--- config.mk ---
export PLATFORM = sky130hd
export DESIGN_NAME = status_latch_interrupt
export DESIGN_NICKNAME = d
export VERILOG_FILES = /design/src/hw/status_irq_pkg.sv /design/src/hw/status_latch_interrupt.sv /design/src/hw/sync_two_ff.sv
export SDC_FILE = /design/constraint.sdc
export NUM_CORES = 1
export LEC_CHECK = 0
export ABC_CLOCK_PERIOD_IN_PS = 3080
export BUFFER_PORTS_ARGS = -buffer_cell sky130_fd_sc_hd__buf_2
export CAP_MARGIN = 20
export CORE_ASPECT_RATIO = 1.25
export CORE_MARGIN = 3
export CORE_UTILIZATION = 51
export DETAILED_ROUTE_END_ITERATION = 6
export PLACE_DENSITY = 0.92
export RECOVER_POWER = 100
export SLEW_MARGIN = 0
export SYNTH_ARGS = -nofsm -noshare
export SYNTH_HDL_FRONTEND = slang
export SYNTH_SLANG_ARGS = --single-unit
--- constraint.sdc ---
create_clock -name pclk -period 3.08 [get_ports pclk]
set_input_delay 0.462 -clock pclk [delete_from_list [all_inputs] [get_ports pclk]]
set_output_delay 0.462 -clock pclk [all_outputs]
set_load 0.02 [all_outputs]
--- src/hw/status_irq_pkg.sv ---
// status and interrupt block constants and types
package status_irq_pkg;

    // ----------------------------------------
    // apb register map
    // ----------------------------------------
    localparam logic [7:0] LIVE_OFS = 8'h00;
    localparam logic [7:0] STICKY_OFS = 8'h04;
    localparam logic [7:0] IRQ_EN_OFS = 8'h08;
    localparam logic [7:0] MODE_OFS = 8'h0C;
    localparam int ADDR_W = 8;

    // ----------------------------------------
    // field positions
    // ----------------------------------------
    localparam int COND_N = 6;
    localparam int LIVE_N = 8;
    localparam int INPUT0_BIT = 0;
    localparam int INPUT1_BIT = 1;
    localparam int JPLL_BIT = 2;
    localparam int SPLL_BIT = 3;
    localparam int HOLD_BIT = 4;
    localparam int REF_BIT = 5;
    localparam int VCO_BIT = 6;
    localparam int SEL_BIT = 7;
    localparam int MON_N = 8;

    // ----------------------------------------
    // reset values
    // ----------------------------------------
    localparam logic [COND_N-1:0] STICKY_RST = 6'h00;
    localparam logic [COND_N-1:0] IRQ_EN_RST = 6'h00;
    localparam logic [31:0] RDATA_RST = 32'h0000_0000;

    // edges after reset release before synchronised monitor flags are valid
    localparam logic [1:0] SYNC_SETTLE = 2'h2;

    // reference selection modes
    typedef enum logic [1:0] {
        MODE_MANUAL,
        MODE_SHORT_HOLD,
        MODE_AUTO,
        MODE_AUTO_HOLD
    } sel_mode_e;

    // raw monitor flags from the pll and input monitor logic
    typedef struct packed {
        logic no_valid_ref;
        logic reselecting;
        logic sel_input1;
        logic vco_cal_done;
        logic in_holdover;
        logic spll_locked;
        logic jpll_locked;
        logic input1_active;
    } mon_s;

    // apb request group
    typedef struct packed {
        logic psel;
        logic penable;
        logic pwrite;
        logic [ADDR_W-1:0] paddr;
        logic [31:0] pwdata;
    } apb_req_s;

endpackage : status_irq_pkg

--- src/hw/status_latch_interrupt.sv ---
// status, sticky latch and interrupt logic with apb register access
//
// Summary of operation
// - live status bits read the current condition at read time
// - sticky bits set on their fault and clear only by writing one
// - a clear has no effect while the fault persists; bit sets again
// - each sticky bit has its own enable; zero masks it from the pin
// - interrupt pin releases only after every enabled sticky bit clears
// - input live bits read 1 when active, 0 on loss of signal
// - jitter pll lock live reads 1 locked, 0 loss of lock
// - synth pll lock live reads 1 locked, 0 loss of lock
// - vco calibration pending reads 1 until calibration completes
// - selected input reads 0 for input 0, 1 for input 1
// - manual and short holdover: reference valid follows selected input
// - automatic: reference valid low while lost and during reselection
// - automatic with holdover: reference valid low while lost in holdover
// - first lock pin follows latched jitter pll lock state
// - second lock pin follows latched synth pll lock state
// - pll loss of lock reaches interrupt only with its enable set
// - holdover live reads 0 in holdover, 1 otherwise
// - reference sticky clear ignored while no valid reference exists
//
// The implementer's own choices: the APB slave port and the register addresses.
`timescale 1ns/1ps
`default_nettype none
module status_latch_interrupt
    import status_irq_pkg::*;
(
    input wire logic pclk,
    input wire logic presetn,
    input wire logic psel,
    input wire logic penable,
    input wire logic pwrite,
    input wire logic [ADDR_W-1:0] paddr,
    input wire logic [31:0] pwdata,
    output logic [31:0] prdata,
    output logic pready,
    output logic pslverr,
    input wire logic input0_active,
    input wire logic input1_active,
    input wire logic jpll_locked,
    input wire logic spll_locked,
    input wire logic in_holdover,
    input wire logic vco_cal_done,
    input wire logic sel_input1,
    input wire logic reselecting,
    input wire logic no_valid_ref,
    output logic irq_n_pin,
    output logic lock_jitter_pin,
    output logic lock_synth_pin
);

    // ----------------------------------------
    // state
    // ----------------------------------------
    typedef struct packed {
        logic [COND_N-1:0] sticky;
        logic [COND_N-1:0] irq_en;
        sel_mode_e mode;
        logic [31:0] rdata;
        logic ready;
        logic slverr;
        logic irq_n;
        logic lock_j;
        logic lock_s;
        logic [1:0] warm;
    } state_s;

    state_s st_r;
    state_s st_nxt;

    apb_req_s req;
    mon_s mon_raw;
    mon_s mon;
    logic input0_sync;
    logic [LIVE_N-1:0] live;
    logic [COND_N-1:0] fault;
    logic [COND_N-1:0] clr;
    logic ref_valid;
    logic setup;
    logic wr_hit;
    logic mapped;

    assign req = '{psel, penable, pwrite, paddr, pwdata};

    // ----------------------------------------
    // monitor input synchronisation
    // ----------------------------------------
    assign mon_raw = '{no_valid_ref, reselecting, sel_input1, vco_cal_done,
                       in_holdover, spll_locked, jpll_locked, input1_active};

    sync_two_ff #(
        .W(MON_N + 1)
    ) u_sync (
        .pclk(pclk),
        .presetn(presetn),
        .async_in({mon_raw, input0_active}),
        .sync_out({mon, input0_sync})
    );

    // ----------------------------------------
    // reference valid by selection mode
    // ----------------------------------------
    // selected input activity decides validity
    always_comb begin
        logic sel_active;
        sel_active = mon.sel_input1 ? mon.input1_active : input0_sync;
        unique case (st_r.mode)
            MODE_MANUAL, MODE_SHORT_HOLD: begin
                ref_valid = sel_active;
            end
            MODE_AUTO: begin
                ref_valid = sel_active & ~mon.reselecting;
            end
            MODE_AUTO_HOLD: begin
                ref_valid = sel_active & ~mon.in_holdover;
            end
        endcase
    end

    // ----------------------------------------
    // live status vector
    // ----------------------------------------
    // live bits track the synchronised conditions each cycle
    always_comb begin
        live = '0;
        live[INPUT0_BIT] = input0_sync;
        live[INPUT1_BIT] = mon.input1_active;
        live[JPLL_BIT] = mon.jpll_locked;
        live[SPLL_BIT] = mon.spll_locked;
        live[HOLD_BIT] = ~mon.in_holdover;
        live[REF_BIT] = ref_valid;
        live[VCO_BIT] = ~mon.vco_cal_done;
        live[SEL_BIT] = mon.sel_input1;
    end

    // fault is the inverse of each good condition; held off while the
    // synchronisers still show their reset zeros, so no false latch
    assign fault = (st_r.warm == SYNC_SETTLE) ? ~live[COND_N-1:0] : {COND_N{1'b0}};

    // ----------------------------------------
    // apb decode
    // ----------------------------------------
    assign setup = req.psel & ~req.penable;
    assign wr_hit = req.psel & req.penable & st_r.ready & req.pwrite;
    assign mapped = (req.paddr == LIVE_OFS) || (req.paddr == STICKY_OFS) ||
                    (req.paddr == IRQ_EN_OFS) || (req.paddr == MODE_OFS);

    // write-one-clear mask; reference clear blocked with no valid ref
    always_comb begin
        clr = '0;
        if (wr_hit && req.paddr == STICKY_OFS) begin
            clr = req.pwdata[COND_N-1:0];
            if (mon.no_valid_ref) begin
                clr[REF_BIT] = 1'b0;
            end
        end
    end

    // ----------------------------------------
    // next state
    // ----------------------------------------
    always_comb begin
        st_nxt = st_r;
        st_nxt.ready = setup;
        st_nxt.slverr = setup & ~mapped;
        // count the settling edges after reset, then stay
        st_nxt.warm = (st_r.warm == SYNC_SETTLE) ? st_r.warm : st_r.warm + 2'h1;
        // read data captured in setup, shown in access phase
        if (setup && !req.pwrite) begin
            unique case (req.paddr)
                LIVE_OFS: st_nxt.rdata = {24'h00_0000, live};
                STICKY_OFS: st_nxt.rdata = {26'h0, st_r.sticky};
                IRQ_EN_OFS: st_nxt.rdata = {26'h0, st_r.irq_en};
                MODE_OFS: st_nxt.rdata = {30'h0, st_r.mode};
                default: st_nxt.rdata = RDATA_RST;
            endcase
        end
        // set wins over clear, so a persisting fault re-latches
        st_nxt.sticky = (st_r.sticky & ~clr) | fault;
        if (wr_hit && req.paddr == IRQ_EN_OFS) begin
            st_nxt.irq_en = req.pwdata[COND_N-1:0];
        end
        if (wr_hit && req.paddr == MODE_OFS) begin
            st_nxt.mode = sel_mode_e'(req.pwdata[1:0]);
        end
        // pin asserted by any enabled sticky bit
        st_nxt.irq_n = ~|(st_nxt.sticky & st_nxt.irq_en);
        st_nxt.lock_j = ~st_nxt.sticky[JPLL_BIT];
        st_nxt.lock_s = ~st_nxt.sticky[SPLL_BIT];
    end

    // ----------------------------------------
    // state register
    // ----------------------------------------
    // reset leaves all latches and enables clear, pin released
    always_ff @(posedge pclk or negedge presetn) begin
        if (!presetn) begin
            st_r.sticky <= STICKY_RST;
            st_r.irq_en <= IRQ_EN_RST;
            st_r.mode <= MODE_MANUAL;
            st_r.rdata <= RDATA_RST;
            st_r.ready <= 1'b0;
            st_r.slverr <= 1'b0;
            st_r.irq_n <= 1'b1;
            st_r.lock_j <= 1'b1;
            st_r.lock_s <= 1'b1;
            st_r.warm <= 2'h0;
        end else begin
            st_r <= st_nxt;
        end
    end

    // outputs straight from the state register
    assign prdata = st_r.rdata;
    assign pready = st_r.ready;
    assign pslverr = st_r.slverr;
    assign irq_n_pin = st_r.irq_n;
    assign lock_jitter_pin = st_r.lock_j;
    assign lock_synth_pin = st_r.lock_s;
endmodule : status_latch_interrupt
`default_nettype wire

--- src/hw/sync_two_ff.sv ---
// two flip-flop synchroniser, one chain per bit
`timescale 1ns/1ps
`default_nettype none
module sync_two_ff
    import status_irq_pkg::*;
#(
    parameter int W = 9
) (
    input wire logic pclk,
    input wire logic presetn,
    input wire logic [W-1:0] async_in,
    output logic [W-1:0] sync_out
);

    typedef struct packed {
        logic [W-1:0] meta;
        logic [W-1:0] stable;
    } sync_s;

    sync_s st_r;
    sync_s st_nxt;

    // ----------------------------------------
    // per-bit chains
    // ----------------------------------------
    // first stage feeds only the second stage
    for (genvar i = 0; i < W; i++) begin : g_bit
        always_comb begin
            st_nxt.meta[i] = async_in[i];
            st_nxt.stable[i] = st_r.meta[i];
        end
    end

    // register the chain
    always_ff @(posedge pclk or negedge presetn) begin
        if (!presetn) begin
            st_r <= '0;
        end else begin
            st_r <= st_nxt;
        end
    end

    assign sync_out = st_r.stable;

endmodule : sync_two_ff
`default_nettype wire

## After elaboration in Yosys (flattened, before gate mapping)

Cells that the tools add are included.

- Add/subtract/negate cells: 1
- Equal/unequal tests: 7
- Muxes and demuxes: 7
- Bitwise logic cells: 19
- Reductions and logical operators: 13

Operators by type and width:

| cell | number |
|---|---|
| 8-bit case mux with 4 select lines | 1 |
| 6-bit two-way mux | 3 |
| 8-bit by 4-bit == test with 1-bit output (second input constant) | 2 |
| 6-bit bitwise AND | 2 |
| 6-bit inverter | 2 |
| 8-bit by 3-bit == test with 1-bit output (second input constant) | 1 |
| 8-bit zero test | 1 |
| 1-bit bitwise AND | 7 |
| 1-bit inverter | 7 |
| 2-bit == test (second input constant) | 3 |
| 6-bit bitwise OR | 1 |
| 6-bit OR reduction | 1 |
| 1-bit logical AND | 4 |
| 1-bit logical OR | 3 |
| 1-bit case mux with 3 select lines | 1 |
| 2-bit by 1-bit adder with 2-bit output (second input constant) | 1 |
| 2-bit by 1-bit == test with 1-bit output (second input constant) | 1 |
| 1-bit zero test | 2 |
| 2-bit zero test | 1 |
| 1-bit two-way mux | 2 |
| 2-bit OR reduction | 1 |

- Register bits after elaboration: 71
- Input bits: 54
- Word-level logic and storage cells: 59

## Longest topological paths before layout

Gate-level depths: netlist (run 1).

- Depth in word-level cells: 11
- Gate-level depth with buffers: 7
- Depth with buffers taken out: 7

## Cells and area by module

A second synthesis (run 1) with hierarchy kept.

- Cell total of the unflattened synthesis: 176
- Area total of the unflattened synthesis: 2104.5 sq um

Modules (own cells, without submodules):

| module | times used | cells each | area an instance (sq um) | seq. area each (sq um) |
|---|---|---|---|---|
| status_latch_interrupt | 1 | 158 | 1654.1 | 729.4 |
| sync_two_ff | 1 | 18 | 450.4 | 450.4 |

## Least setup slack after synthesis (run 1)

OpenSTA, ideal clock, no wires.

- Kind: in2reg
- From: input port paddr[2]
- To: register st_r, in the netlist irq_n_pin
- Setup time: 62 ps
- Arrival time: 1813 ps
- Required time: 3018 ps
- Slack: 1206 ps
- Stages: 6
- Path buffers: 1
- Path through: buf_4 > and2b_1 > nand4_4 > mux2_4 > a222oi_1 > and2_1

RTL lines:

| what | line | text |
|---|---|---|
| start: declaration | status_latch_interrupt.sv:34 | `input wire logic [ADDR_W-1:0] paddr,` |
| end signal: assignment | status_latch_interrupt.sv:210 | `st_r <= st_nxt;` |
| end: declaration | status_latch_interrupt.sv:69 | `state_s st_r;` |

==> results.toml, run 1 <==
[outcome]
outcome = "finished clean"

[drt]
vias = 1268
drc = 0
wl_met3_um = 218
dr.pass1.iters = 4
drt-initial-drc-count = 37
wl_met2_mm = 1.81
avgRoutedWirePerCell_um = 13.5
drt-total-wl_mm = 3.53
ant_nets = 0
drt-met1-wl_mm = 1.42
viasPerCell = 4.84
top_layer_used = "met4"

[place]
numPortBuffers = 40
postPlaceCellArea_um2 = 2220
hpwl_mm = 2.70
place.gp.congestion = 0.864

[worst_setup_path]
startpoint_type = "input port"
cp.required_ns = 3.31
worstSetupPathType = "input port to flop"
critPathCaptureType = "flop"
cp_slowest_cell = "nor4_1"
cp_top_family = "simple AND/OR/NAND/NOR gates"
worstPathBufferInverterCount = 1
rrSetupSlack_ns = 1.20
worst-path-max-fanout = 4
cp.arrival_ns = 2.57
slowest_delay_ns = 0.75
crit_chain = "buf_2 > nor4_1 > nand4_1 > a221o_1 > a222oi_1 > and2_0"

[pwr]
vdd_ir_drop_max_mv = 0.384
p_total_mw = 1.10
powerDensity_nw_per_um2 = 487
p_leak_nw = 1.09

[yosys]
synth_area_um2 = 2120
synth_area_leader_cell = "dfrtp_1"
synth_area_leaders = "dfrtp_1, buf_4, mux2_2, dfstp_2, mux4_2"
synthesis.instances = 172
synth_top_cell_area_share = 0.519
synth_cell_types = 44
synth_warnings = 0
ys_seq_area_frac = 0.556
syn_avg_cell_area_um2 = 12.3
ys_seq_elements = 47

[sta]
tightestPinTransition_ns = 0.978
rsz0062_at_grt = "false"
slew_headroom = 0.348
finalHoldViolations = 0
fin_worst_skew_ns = 0.00343
finalSetupTns_ns = 0
clock.fmax_mhz = 428
whs_ns = 0.266
maxSlewViolCount = 0
post-route-min-period_ns = 2.33
setup_viol = 0
finalCritPeriodShare = 0.758

[die]
coreArea_um2 = 3880
die_area_um2 = 4980
die_x_um = 63.7
die_y_um = 78.1
rows = 25
start_util = 0.547
io_pins = 91

[finish]
syn_to_final_growth_pct = 6.19
final_nets = 262
finalInstanceArea_um2 = 2250
drive_above_1_share = 0.236
antennaDiodeCount = 0
fillCellCount = 352
mostFrequentLayoutCells = "dfrtp_1, buf_2, conb_1, clkbuf_1"
mostFrequentLayoutCell = "dfrtp_1"

[flow_run]
maxCapViolations = 0

[cts]
clkLatencyLatePin_ns = 0.29
root_buffer = "clkbuf_8"
cts_buffers = 5
ctsResizeCount = 0
cts.reportedPaths.clkPinSlew_ns = 0.08
cts.sinks = 47
cts_hold_buffers = 0
cts_buffer_depth = 2
tritoncts = "yes"
cts_setup_buffers = 0
cts.htree.levels = 2

[grt]
grt_pass1_wl_mm = 5.71
antenna_found_initial = 0
grt_start_max_net_pins = 48
grt_use_total = 0.151
grt_pass1_vias = 1205
overflow = 0

[min_path]
min_path_type = "input port to flop"
[worst reg2reg max path: cells and delay by family (launching register included)]
kind,cells,cell delay [ns]
simple gates,3,0.54
compound gates,2,0.56
flops,1,0.37
fa+ha+maj,1,0.29
buf+inv,1,0.06
[per-stage QoR]
step	util	cells	setup slack, ns
floorplan	-	195	1.21
global placement	0.573	254	0.875
detailed placement	0.573	254	0.849
CTS	0.596	262	1.15
global route	0.581	262	0.559
finish	0.581	262	0.746
[cells by family after synthesis]
logic type,share of synthesized area
buffers and inverters,0.136
XOR/XNOR,0.00413
adder cells (fa/ha/maj),0.00589
multiplexers,0.0849
AO/OA/AOI/OAI,0.0837
AND/OR/NAND/NOR,0.128
other,0.00177
flip-flops,0.556
[layer usage]
layer,global-route usage,vias to the layer above
met5,0,-
met2,0.238,39
met1,0.184,608
li1,-,612
met4,0.0756,0
met3,0.0515,9
[cells in the mapped netlist, drive strengths merged]
library cell / number
clkbuf: 1
nor2b: 4
nor4: 3
dfstp: 3
o22ai: 2
and2b: 2
a21o: 1
mux4: 2
a221o: 2
dfrtp: 44
a222oi: 2
conb: 1
o31ai: 2
a221oi: 1
a21oi: 4
and2: 2
a22o: 2
a2bb2oi: 1
nor4bb: 1
or3: 1
o2bb2ai: 1
mux2i: 3
xnor2: 1
ha: 1
nor2: 7
o21ai: 5
or2: 2
inv: 9
and4: 1
buf: 34
nand3b: 1
or4: 1
nand4: 4
nand2: 9
mux2: 9
nand2b: 1
a211oi: 1
nor3b: 1
[power breakdown]
part	switching, mW	total, mW	internal, mW
clock	0.186	0.367	0.181
combinational	0.0662	0.0933	0.0271
sequential	0.00606	0.638	0.632
[registers in the layout, indices dropped and copies added (netlist names), 8 cells and up]
signal and flops:
st_r 16, u_sync.st_nxt 9, u_sync.sync_out 9, prdata 8
[layout make-up]
class / instances / area (um2) / share of cell area
Clock inverter: 1 / 5.00 / 0.00222
Inverter: 9 / 33.8 / 0.0150
Clock buffer: 7 / 86.3 / 0.0383
Timing Repair Buffer: 40 / 183 / 0.0810
Tap cell: 54 / 67.6 / 0.0300
Sequential cell: 47 / 1180 / 0.523
Multi-Input combinational cell: 104 / 699 / 0.310
[path summary, 6_finish.rpt]
path	start	to	depth (start not counted)
max	paddr[5]	irq_n_pin	6
min	input1_active	u_sync.st_nxt[1]	1
max reg2reg	st_r[0]	irq_n_pin	7
min reg2reg	u_sync.st_nxt[2]	u_sync.sync_out[2]	0
max in group asynchronous	presetn	pready	1
min in group asynchronous	presetn	u_sync.sync_out[0]	1
Note: power is estimated with default switching activity, not from simulation.
==> inputs of run 2 (changes only) <==
ABC_CLOCK_PERIOD_IN_PS = 2100   (was 3080)
CORE_UTILIZATION = 43   (was 51)
PLACE_DENSITY = 0.83   (was 0.92)
clock period = 2.1 ns   (was 3.08 ns; I/O delays follow)
==> results.toml, run 2 (synthesized netlist as in run 1, its figures left out) <==
[die]
start_util = 0.462
coreArea_um2 = 4590
io_pins = 91
die_x_um = 68.9
die_y_um = 84.6
die_area_um2 = 5820
rows = 27

[cts]
cts_hold_buffers = 1
cts.reportedPaths.clkPinSlew_ns = 0.08
cts_buffer_depth = 2
cts_setup_buffers = 0
clkLatencyLatePin_ns = 0.30
cts.htree.levels = 2
tritoncts = "yes"
cts.sinks = 47
root_buffer = "clkbuf_8"
ctsResizeCount = 0
cts_buffers = 5

[pwr]
p_sw_uw = 391
swShare = 0.245
comb_power_share = 0.092
clkPwrFrac = 0.322
p_leak_nw = 1.11
powerDensity_nw_per_um2 = 686
p_total_mw = 1.59
internal_power_mw = 1.20
vdd_ir_drop_max_mv = 0.448
p_seq_frac = 0.586

[worst_setup_path]
startpoint_type = "flop"
critPathCaptureType = "flop"
cp.arrival_ns = 2.09
worstPathBufferInverterCount = 1
cp_top_family = "simple AND/OR/NAND/NOR gates"
worst-path-max-fanout = 7
slowest_delay_ns = 0.36
crit_chain = "inv_1 > ha_1 > nor2b_1 > nor3b_1 > a21oi_2 > a222oi_1 > and2_0"
cp_slowest_cell = "dfrtp_1"
worstSetupPathType = "flop to flop"
rrSetupSlack_ns = 0.25
cp.required_ns = 2.33

[grt]
grt_pass1_vias = 1261
grt_start_max_net_pins = 28
grt_pass1_wl_mm = 5.75
overflow = 0
antenna_found_initial = 0
grt_use_total = 0.134

[drt]
avgRoutedWirePerCell_um = 13.0
ant_nets = 0
drt-total-wl_mm = 3.53
dr.pass1.iters = 4
drt-initial-drc-count = 37
vias = 1292
viasPerCell = 4.77
drc = 0

[finish]
mostFrequentLayoutCells = "dfrtp_1, conb_1, buf_2, clkbuf_1"
mostFrequentLayoutCell = "dfrtp_1"
syn_to_final_growth_pct = 9.49
antennaDiodeCount = 0
drive_above_1_share = 0.249
largest_register_ffs = 16
finalInstanceArea_um2 = 2320
top_register = "st_r"
final_nets = 267

[sta]
fin_worst_skew_ns = 0.00312
finalHoldViolations = 0
finalCritPeriodShare = 0.883
maxSlewViolCount = 0
setup_viol = 0
finalSetupTns_ns = 0
clock.fmax_mhz = 539
tightestPinTransition_ns = 1.03
whs_ns = 0.117
rsz0062_at_grt = "false"
slew_headroom = 0.314
post-route-min-period_ns = 1.85

[flow_run]
maxCapViolations = 0

[min_path]
min_path_type = "input port to flop"

[place]
numPortBuffers = 40
hpwl_mm = 2.84
place.gp.congestion = 0.799
postPlaceCellArea_um2 = 2260

[outcome]
outcome = "finished clean"
[run 2: cell count changes in the layout (fill, tap and decap cells not counted), sizes merged]
cell         change
dlygate4sd3      +1
clkbuf           +3
clkinvlp         +1
[run 2: path summary, 6_finish.rpt]
path,from,to,cells past startpoint
max,st_r[0],irq_n_pin,7
min,spll_locked,u_sync.st_nxt[3],1
max reg2reg,st_r[0],irq_n_pin,7
min reg2reg,u_sync.st_nxt[3],u_sync.sync_out[3],0
max in group asynchronous,presetn,st_r[41],3
min in group asynchronous,presetn,u_sync.st_nxt[0],2
[run 2: area by class of cell]
| type | count | area (um2) |
|---|---|---|
| fillers | 448 | 2270 |
| flip-flops and latches | 47 | 1180 |
| multi-input cells | 104 | 733 |
| repair buffers | 45 | 220 |
| clock buffers | 6 | 72.6 |
| well taps | 58 | 72.6 |
| inverters | 9 | 33.8 |
| clock inverters | 2 | 12.5 |
[run 2: power by group through the flow]
stage          Sequential, mW  Clock (mW)  Combinational [mW]
4_1_cts                 0.935       0.529               0.151
3_5_place_dp            0.953           0               0.149
5_1_grt                 0.938       0.579               0.164
3_3_place_gp            0.952           0               0.147
2_1_floorplan           0.954           0               0.119
6_report                0.935       0.513               0.146
[run 2: routing by layer]
layer  share of wire  GRT usage
met1            0.39      0.163
met5               0          0
met2            0.52      0.207
met3           0.067     0.0482
met4           0.026     0.0656
[run 2: through the flow]
stage,setup WS (ns),instances,util
2_1_floorplan,0.373,195,-
3_3_place_gp,0.0372,262,0.491
3_5_place_dp,0.0515,262,0.491
4_1_cts,0.222,271,0.512
5_1_grt,0.0978,271,0.506
6_report,0.246,271,0.506
